$ cat src/eba_pkg.sv
// Package with types and constants for the external bus access arbiter
package eba_pkg;
	// Requester indices in decreasing priority
	localparam int unsigned REQ_PANIC = 0;
	localparam int unsigned REQ_DMA0  = 1;
	localparam int unsigned REQ_DMA1  = 2;
	localparam int unsigned REQ_EXT   = 3;
	localparam int unsigned REQ_DATA  = 4;
	localparam int unsigned REQ_INSTR = 5;
	localparam int unsigned NUM_REQ   = 6;
	localparam int unsigned NUM_CH    = 2;
	localparam int unsigned NUM_RGN   = 6;

	// Access widths and memory widths
	localparam logic [1:0] WID_32 = 2'h0;
	localparam logic [1:0] WID_8  = 2'h1;
	localparam logic [1:0] WID_16 = 2'h2;

	// Last beat index for narrow splits
	localparam logic [1:0] BEATS_ONE  = 2'h0;
	localparam logic [1:0] BEATS_TWO  = 2'h1;
	localparam logic [1:0] BEATS_FOUR = 2'h3;

	// Region selects driven by each DMA channel
	localparam int unsigned DMA0_RGN = 0;
	localparam int unsigned DMA1_RGN = 1;

	// Arbiter states, one-hot
	typedef enum logic [3:0] {
		ST_IDLE  = 4'h1,
		ST_READ  = 4'h2,
		ST_WRITE = 4'h4,
		ST_BEAT  = 4'h8
	} eba_state_e;

	// Per-channel DMA setup
	typedef struct packed {
		logic enable;     // Channel is active
		logic external;   // Uses request/acknowledge pins
		logic edge_mode;  // Request is edge-sensitive
		logic active_hi;  // Request polarity (high or rising)
		logic use_rgn;    // Drive the channel's region select
		logic rd_periph;  // Read side is the peripheral
	} eba_dma_cfg_s;

	// Processor access request
	typedef struct packed {
		logic       req;      // Access wanted
		logic       write;    // Write access
		logic       periph;   // Peripheral target
		logic [2:0] rgn;      // Peripheral region number
		logic [1:0] mem_wid;  // Target memory width
	} eba_cpu_req_s;
endpackage

$ cat src/eba_arbiter.sv
// External bus access arbiter with DMA, external master and PIA strobes
// Behaviour
// - Priority: panic refresh, DMA0, DMA1, ext, data, instr
// - DMA read then write, nothing between
// - Narrow accesses split into back-to-back beats
// - Normal refresh only when bus idle
// - DMA request level/edge, either polarity
// - DMA acknowledge during external channel transfer
// - On-chip DMA uses no request/acknowledge
// - Terminate input pulses done after the DMA write access
// - Grant acknowledge when external master granted
// - DMA channels may drive region selects 0/1
// - Output enable during peripheral read
// - Write enable during peripheral write
// - Wait input extends the current access
// - Direction high for read, low for write
`timescale 1ns/1ns
module eba_arbiter #(
	parameter int unsigned NCH = eba_pkg::NUM_CH
) (
	input  wire logic                       ref_clk,
	input  wire logic                       rst,
	input  wire logic                       panic_refresh_req,
	input  wire logic                       normal_refresh_req,
	input  wire logic [NCH-1:0]             dma_channel_request,
	input  wire logic [NCH-1:0]             dma_internal_req,
	input  wire eba_pkg::eba_dma_cfg_s [NCH-1:0] dma_cfg,
	input  wire logic                       dma_terminate_in,
	input  wire logic                       external_master_request_n,
	input  wire eba_pkg::eba_cpu_req_s      cpu_data,
	input  wire eba_pkg::eba_cpu_req_s      cpu_instr,
	input  wire logic                       wait_n,
	output logic [NCH-1:0]                  dma_channel_acknowledge,
	output logic                            external_master_grant,
	output logic [eba_pkg::NUM_RGN-1:0]     peripheral_region_select,
	output logic                            peripheral_output_enable,
	output logic                            peripheral_write_enable,
	output logic                            read_not_write,
	output logic [eba_pkg::NUM_REQ-1:0]     grant_ff,
	output logic                            refresh_go_ff,
	output logic                            dma_done_ff
);
	eba_pkg::eba_state_e              state_ff;     // Sequence state
	eba_pkg::eba_state_e              nxt_state;    // Next state
	logic [eba_pkg::NUM_REQ-1:0]      req_vec;      // Pending requests
	logic [eba_pkg::NUM_REQ-1:0]      nxt_grant;    // Winner one-hot
	logic [NCH-1:0]                   dreq_prev_ff; // Last request level
	logic [NCH-1:0]                   dreq_pend_ff; // Latched edge request
	logic [NCH-1:0]                   dreq_act;     // Active request
	logic [1:0]                       beat_ff;      // Beat counter
	logic [1:0]                       beats_ff;     // Last beat index
	logic [1:0]                       nxt_beats;    // Beats for winner
	logic                             stretch;      // Wait held
	logic                             dma_sel;      // DMA channel 1 won
	logic                             dma_win;      // Some DMA won
	eba_pkg::eba_cpu_req_s            cpu_sel;      // Chosen CPU access
	eba_pkg::eba_cpu_req_s            cpu_ff;       // Held CPU access

	assign stretch = !wait_n;

	// Request qualification per channel
	always_comb begin
		for (int i = 0; i < NCH; i++) begin
			if (!dma_cfg[i].enable) begin
				dreq_act[i] = 1'b0;
			end else if (!dma_cfg[i].external) begin
				dreq_act[i] = dma_internal_req[i];
			end else if (dma_cfg[i].edge_mode) begin
				dreq_act[i] = dreq_pend_ff[i];
			end else begin
				dreq_act[i] = dma_channel_request[i] ==
					dma_cfg[i].active_hi;
			end
		end
	end

	// Edge detection for edge-sensitive requests
	always_ff @(posedge ref_clk or posedge rst) begin
		if (rst) begin
			dreq_prev_ff <= '1; // Pins idle high on pull-ups
			dreq_pend_ff <= '0;
		end else begin
			dreq_prev_ff <= dma_channel_request;
			for (int i = 0; i < NCH; i++) begin
				// Set wins over grant clear; level mode keeps none
				if (dma_channel_request[i] != dreq_prev_ff[i] &&
					dma_channel_request[i] == dma_cfg[i].active_hi) begin
					dreq_pend_ff[i] <= dma_cfg[i].edge_mode;
				end else if (!dma_cfg[i].edge_mode ||
					(state_ff == eba_pkg::ST_IDLE &&
					nxt_grant[eba_pkg::REQ_DMA0 + i])) begin
					dreq_pend_ff[i] <= 1'b0;
				end
			end
		end
	end

	// Request vector in priority order
	always_comb begin
		req_vec = '0;
		req_vec[eba_pkg::REQ_PANIC] = panic_refresh_req;
		req_vec[eba_pkg::REQ_DMA0]  = dreq_act[0];
		req_vec[eba_pkg::REQ_DMA1]  = dreq_act[1];
		req_vec[eba_pkg::REQ_EXT]   = !external_master_request_n;
		req_vec[eba_pkg::REQ_DATA]  = cpu_data.req;
		req_vec[eba_pkg::REQ_INSTR] = cpu_instr.req;
	end

	// Fixed priority pick, lowest index wins
	always_comb begin
		nxt_grant = '0;
		for (int i = eba_pkg::NUM_REQ - 1; i >= 0; i--) begin
			if (req_vec[i]) begin
				nxt_grant = '0;
				nxt_grant[i] = 1'b1;
			end
		end
		cpu_sel = nxt_grant[eba_pkg::REQ_DATA] ? cpu_data : cpu_instr;
		nxt_beats = eba_pkg::BEATS_ONE;
		if (|nxt_grant[eba_pkg::REQ_INSTR:eba_pkg::REQ_DATA]) begin
			unique case (cpu_sel.mem_wid)
				eba_pkg::WID_8:  nxt_beats = eba_pkg::BEATS_FOUR;
				eba_pkg::WID_16: nxt_beats = eba_pkg::BEATS_TWO;
				default:         nxt_beats = eba_pkg::BEATS_ONE;
			endcase
		end
	end

	assign dma_win = |grant_ff[eba_pkg::REQ_DMA1:eba_pkg::REQ_DMA0];
	assign dma_sel = grant_ff[eba_pkg::REQ_DMA1];

	// Next-state logic
	always_comb begin
		nxt_state = state_ff;
		unique case (state_ff)
			eba_pkg::ST_IDLE: begin
				if (|nxt_grant[eba_pkg::REQ_DMA1:eba_pkg::REQ_DMA0]) begin
					nxt_state = eba_pkg::ST_READ;
				end else if (|nxt_grant) begin
					nxt_state = eba_pkg::ST_BEAT;
				end
			end
			eba_pkg::ST_READ: begin
				if (!stretch) begin
					nxt_state = eba_pkg::ST_WRITE;
				end
			end
			eba_pkg::ST_WRITE: begin
				if (!stretch) begin
					nxt_state = eba_pkg::ST_IDLE;
				end
			end
			eba_pkg::ST_BEAT: begin
				if (grant_ff[eba_pkg::REQ_EXT]) begin
					if (external_master_request_n) begin
						nxt_state = eba_pkg::ST_IDLE;
					end
				end else if (!stretch && beat_ff == beats_ff) begin
					nxt_state = eba_pkg::ST_IDLE;
				end
			end
			default: nxt_state = eba_pkg::ST_IDLE;
		endcase
	end

	// State, grant and beat bookkeeping
	always_ff @(posedge ref_clk or posedge rst) begin
		if (rst) begin
			state_ff <= eba_pkg::ST_IDLE;
			grant_ff <= '0;
			beat_ff  <= '0;
			beats_ff <= '0;
			cpu_ff   <= '0;
		end else begin
			state_ff <= nxt_state;
			if (state_ff == eba_pkg::ST_IDLE) begin
				grant_ff <= nxt_grant;
				beats_ff <= nxt_beats;
				beat_ff  <= '0;
				cpu_ff   <= cpu_sel;
			end else if (nxt_state == eba_pkg::ST_IDLE) begin
				grant_ff <= '0;
			end else if (state_ff == eba_pkg::ST_BEAT && !stretch) begin
				beat_ff <= beat_ff + 2'h1;
			end
		end
	end

	// Terminate sample at write end and done pulse
	always_ff @(posedge ref_clk or posedge rst) begin
		if (rst) begin
			dma_done_ff <= 1'b0;
		end else begin
			dma_done_ff <= dma_win && state_ff == eba_pkg::ST_WRITE &&
				!stretch && dma_terminate_in;
		end
	end

	// Hidden refresh only when nothing else owns the bus
	always_ff @(posedge ref_clk or posedge rst) begin
		if (rst) begin
			refresh_go_ff <= 1'b0;
		end else begin
			refresh_go_ff <= normal_refresh_req &&
				state_ff == eba_pkg::ST_IDLE && !(|nxt_grant);
		end
	end

	// Registered pin strobes
	always_ff @(posedge ref_clk or posedge rst) begin
		if (rst) begin
			dma_channel_acknowledge  <= '0;
			external_master_grant    <= 1'b0;
			peripheral_region_select <= '0;
			peripheral_output_enable <= 1'b0;
			peripheral_write_enable  <= 1'b0;
			read_not_write           <= 1'b1;
		end else begin
			dma_channel_acknowledge  <= '0;
			peripheral_region_select <= '0;
			peripheral_output_enable <= 1'b0;
			peripheral_write_enable  <= 1'b0;
			read_not_write           <= 1'b1;
			external_master_grant    <= nxt_state == eba_pkg::ST_BEAT &&
				(state_ff == eba_pkg::ST_IDLE ?
				nxt_grant[eba_pkg::REQ_EXT] :
				grant_ff[eba_pkg::REQ_EXT]);
			if (dma_win && state_ff != eba_pkg::ST_IDLE) begin
				if (dma_cfg[dma_sel].external) begin
					dma_channel_acknowledge[dma_sel] <= 1'b1;
				end
				// Read phase high, write phase low
				read_not_write <= state_ff == eba_pkg::ST_READ;
				if (dma_cfg[dma_sel].use_rgn &&
					(state_ff == eba_pkg::ST_READ) ==
					dma_cfg[dma_sel].rd_periph) begin
					peripheral_region_select[dma_sel ?
						eba_pkg::DMA1_RGN : eba_pkg::DMA0_RGN] <= 1'b1;
					peripheral_output_enable <=
						state_ff == eba_pkg::ST_READ;
					peripheral_write_enable <=
						state_ff == eba_pkg::ST_WRITE;
				end
			end else if (state_ff == eba_pkg::ST_BEAT &&
				!grant_ff[eba_pkg::REQ_EXT] &&
				!grant_ff[eba_pkg::REQ_PANIC]) begin
				read_not_write <= !cpu_ff.write;
				if (cpu_ff.periph) begin
					peripheral_region_select[cpu_ff.rgn] <= 1'b1;
					peripheral_output_enable <= !cpu_ff.write;
					peripheral_write_enable  <= cpu_ff.write;
				end
			end
		end
	end

	// Never two grants at once
	a_grant_onehot: assert property (@(posedge ref_clk) disable iff (rst)
		$onehot0(grant_ff))
		else $error("more than one grant");
	// Read phase always followed by write
	a_dma_pair: assert property (@(posedge ref_clk) disable iff (rst)
		state_ff == eba_pkg::ST_READ && !stretch |=>
		state_ff == eba_pkg::ST_WRITE && $stable(grant_ff))
		else $error("dma read not followed by write");
	// Grant kept while beats remain
	a_beats_hold: assert property (@(posedge ref_clk) disable iff (rst)
		state_ff == eba_pkg::ST_BEAT && beat_ff != beats_ff &&
		!grant_ff[eba_pkg::REQ_EXT] |=> $stable(grant_ff))
		else $error("narrow split interrupted");
	// Refresh only while idle
	a_refresh_idle: assert property (@(posedge ref_clk) disable iff (rst)
		refresh_go_ff |-> $past(state_ff) == eba_pkg::ST_IDLE)
		else $error("refresh issued during access");
	// Internal channel 0 never acknowledged
	a_ack_internal: assert property (@(posedge ref_clk) disable iff (rst)
		dma_channel_acknowledge[0] |-> dma_cfg[0].external)
		else $error("ack on internal dma");
	// Output enable and write enable exclusive
	a_oe_we_excl: assert property (@(posedge ref_clk) disable iff (rst)
		!(peripheral_output_enable && peripheral_write_enable))
		else $error("oe and we together");
	// Write enable only with write direction
	a_we_dir: assert property (@(posedge ref_clk) disable iff (rst)
		peripheral_write_enable |-> !read_not_write)
		else $error("we with read direction");
	// Wait holds the state
	a_wait_hold: assert property (@(posedge ref_clk) disable iff (rst)
		stretch && (state_ff == eba_pkg::ST_READ ||
		state_ff == eba_pkg::ST_WRITE) |=> $stable(state_ff))
		else $error("wait ignored");
	// Grant acknowledge follows external win
	a_ext_grant: assert property (@(posedge ref_clk) disable iff (rst)
		state_ff == eba_pkg::ST_IDLE && nxt_grant[eba_pkg::REQ_EXT] |=>
		external_master_grant)
		else $error("no grant acknowledge");
endmodule

$ cat config.mk
export PLATFORM = sky130hd
export DESIGN_NAME = eba_arbiter
export DESIGN_NICKNAME = d
export VERILOG_FILES = /design/src/eba_pkg.sv /design/src/eba_arbiter.sv
export SDC_FILE = /design/constraint.sdc
export NUM_CORES = 1
export LEC_CHECK = 0
export BUFFER_PORTS_ARGS = -buffer_cell sky130_fd_sc_hd__buf_2
export CAP_MARGIN = 20
export CORE_UTILIZATION = 45
export DETAILED_ROUTE_END_ITERATION = 8
export PLACE_DENSITY = 0.72
export SETUP_SLACK_MARGIN = 0.05
export SLEW_MARGIN = 0
export SYNTH_ARGS = -nofsm -noshare
export SYNTH_HDL_FRONTEND = slang
export SYNTH_SLANG_ARGS = --single-unit
export TNS_END_PERCENT = 5
$ cat constraint.sdc
create_clock -name ref_clk -period 6.6 [get_ports ref_clk]
set_input_delay 0.66 -clock ref_clk [delete_from_list [all_inputs] [get_ports ref_clk]]
set_output_delay 0.66 -clock ref_clk [all_outputs]
set_load 0.05 [all_outputs]
==> out/metrics.cfg <==
[run_status]
outcome = finished, final reports clean

[floorplanning]
rows = 23
die_area_sq_um = 4510
core-area_sq_um = 4030
io_pins = 59
start_util = 0.474
die_y_microns = 67.1
chipWidth_microns = 67.1

[timing]
finalSetupViolations = 0
finClkSkew_ns = 0.00653
final.period_utilization = 0.400
slew_headroom = 0.329
final-hold-violation-count = 0
drv_slew = 0
fmax_ghz = 0.379
tightest_slew_ns = 0.993
fin_crit_ns = 2.64
setup_tns_ns = 0
grt_setup_unrepaired = no

[critical_path]
r2r_slack_ns = 3.96
reg2reg_to = peripheral_region_select[0]$_DFF_PP0_
crit_slowest_cell = nor4b_1
start_kind = register
slowest_delay_ns = 0.85
reg2reg_from = state_ff[1]$_DFF_PP0_
worstPathCellList = nor4b_1, xnor2_1, a32oi_1, or4b_2, o41ai_1
arrival_ns = 2.80
path_class = register to register
cp.required_ns = 6.77
critical_path.max_fanout = 9
crit_path_start = state_ff[1]$_DFF_PP0_
r2r_cells = 5
crit_path_end_kind = register

[synthesis]
yosys_register_bits = 37
netlist_area_sq_um = 1910
synthArstFlopShare = 1.00
synth_edf_count = 0
synth_nets = 230
synth.distinct_cells = 55
netlist_instances = 190
synth.yosys.seq_area_share = 0.488
yosysWarnings = 0
syn_avg_cell_area_sq_um = 10.0
ys.flop_type = dfrtp_1

[drt]
drc = 0
avgRoutedWirePerCell_microns = 14.5
routed_wl_mm = 4.31
dr_total_vias = 1645
drt-pass1-iter-count = 4
via_per_inst = 5.54
drtAntennaViolNets = 0
drt_iter0_markers = 76

[clock_network]
clock_tree.buffer_depth = 2
clock_latency_ns = 0.29
post-cts-setup-buffer-count = 0
cts-root-buf = clkbuf_8
clock_sinks = 37
post_cts_resize_count = 0
cts_hold_buf = 0
cts_tree = built
cts_inserted_buffers = 5
htreeDepth = 2
clk_pin_slew_worst_paths_ns = 0.08

[power_and_ir_drop]
total_power_uw = 881
vdd_drop_max_uv = 160
p_leak_uw = 0.00113
power_density_nw_per_um2 = 378

[place]
place_area_sq_um = 2200
io_buffers = 58
place_congestion = 0.884
dp_hpwl_mm = 3.16
placedCellCount = 289

[global_route]
antenna_found_initial = 0
grt_first_pass_wirelength_mm = 7.20
grt_use_total = 0.219
grt_pass1_vias = 1486
grt_max_degree = 38
overflow = 0

[layout]
fin_util = 0.579
layout-drive-gt1-share = 0.332
nFillCells = 383
num-nets-final = 286
n_antenna_cell = 0
final_area_sq_um = 2330
area_delta_synth_final_pct = 22.1
final_cells = 297

[worst_hold_path]
hp-class = input pin to async pin

[run]
maxCapViolCount = 0

## through the flow
stage               hold slack [ns]  worst slack [ns]
global route                  0.487              3.75
floorplan                     0.446              4.22
global placement              0.477              3.99
CTS                           0.473              3.95
detailed placement            0.481              3.87
finish                        0.460              3.96
## layout by cell type, fill, tap and decap left out, types with 2 or more instances in the layout
cell type and count:
a21oi_1 8, a22o_1 2, a22oi_1 3, a31oi_1 2
a41oi_1 5, and3_1 6, buf_2 58, bufinv_16 2
clkbuf_8 5, dfrtp_1 33, dfstp_2 4, inv_1 8
nand2_1 13, nand2b_1 6, nand3_1 2, nand3b_1 3
nor2_1 20, nor2b_1 2, nor4_1 3, nor4b_4 2
o21ai_0 16, o22ai_1 4, o41ai_1 2, or4_1 2
xnor2_1 4, xor2_1 2
## worst max-delay path: cells and delay by family (launching register included)
| family | cells | cell delay, ns |
|---|---|---|
| and+or+nand+nor | 2 | 1.49 |
| AOI/OAI and AO/OA | 2 | 0.27 |
| DFF | 1 | 0.56 |
| xor gates and xnor gates | 1 | 0.19 |
## report_power, final
group          switching [uW]  internal (uW)
Sequential               52.3            278
Combinational             207            111
Clock                    82.0            150
Total                     342            539
## final cells by class
type / instances / area [sq um] / share of cell area
Clock buffer: 5 / 68.8 / 0.0295
Clock inverter: 3 / 65.1 / 0.0279
Inverter: 9 / 33.8 / 0.0145
Multi-Input combinational cell: 134 / 873 / 0.374
Sequential cell: 37 / 931 / 0.399
Tap cell: 50 / 62.6 / 0.0268
Timing Repair Buffer: 59 / 298 / 0.128
## state kept, by name, indices dropped and copies added, names as in the netlist, 2 cells and up
signal / count
cpu_ff: 5
peripheral_region_select: 6
dreq_prev_ff: 2
dreq_pend_ff: 2
grant_ff: 6
beat_ff: 2
beats_ff: 2
dma_channel_acknowledge: 2
state_ff: 4
## routing by layer
| metal | vias to the layer above | track usage | routed length (microns) |
|---|---|---|---|
| met4 | 0 | 0.0957 | 77 |
| met2 | 55 | 0.321 | 1940 |
| met3 | 7 | 0.0422 | 236 |
| met5 | - | 0 | 0 |
| met1 | 776 | 0.314 | 2060 |
| li1 | 807 | - | - |
## how the worst max path moves through the flow
stage                                             to  depth (start not counted)  slack [ns]
2_1_floorplan                beats_ff[0]$_DFFE_PP0P_                          8        4.22
3_3_place_gp                 beats_ff[0]$_DFFE_PP0P_                          9        3.99
3_5_place_dp                 beats_ff[0]$_DFFE_PP0P_                          8        3.87
4_1_cts        peripheral_region_select[0]$_DFF_PP0_                          5        3.95
5_1_grt        peripheral_region_select[0]$_DFF_PP0_                          5        3.75
6_report       peripheral_region_select[0]$_DFF_PP0_                          5        3.96
## logic make-up (layout without fill, tap and decap cells)
family | after synthesis | count (layout) | synth area share
buffers and inverters | 19 | 76 | 0.0550
adders and majority gates | 1 | 1 | 0.00655
and+or+nand+nor | 69 | 69 | 0.215
DFF | 37 | 37 | 0.488
xor gates and xnor gates | 6 | 6 | 0.0275
AOI/OAI and AO/OA | 56 | 56 | 0.197
muxes | 2 | 2 | 0.0111
## Yosys cell counts (3+ instances only)
master | n | area share
a41oi_1 | 5 | 0.023
dfstp_2 | 4 | 0.055
nor2_1 | 20 | 0.039
buf_6 | 3 | 0.018
o22ai_1 | 4 | 0.013
inv_1 | 8 | 0.016
a21oi_1 | 8 | 0.021
a22oi_1 | 3 | 0.012
and3_1 | 6 | 0.020
dfrtp_1 | 33 | 0.43
nand2_1 | 13 | 0.026
nor4_1 | 3 | 0.0098
clkbuf_1 | 5 | 0.0098
xnor2_1 | 4 | 0.018
nand2b_1 | 6 | 0.020
o21ai_0 | 16 | 0.042
nand3b_1 | 3 | 0.012
No activity file was read; power rests on OpenSTA's default activity.
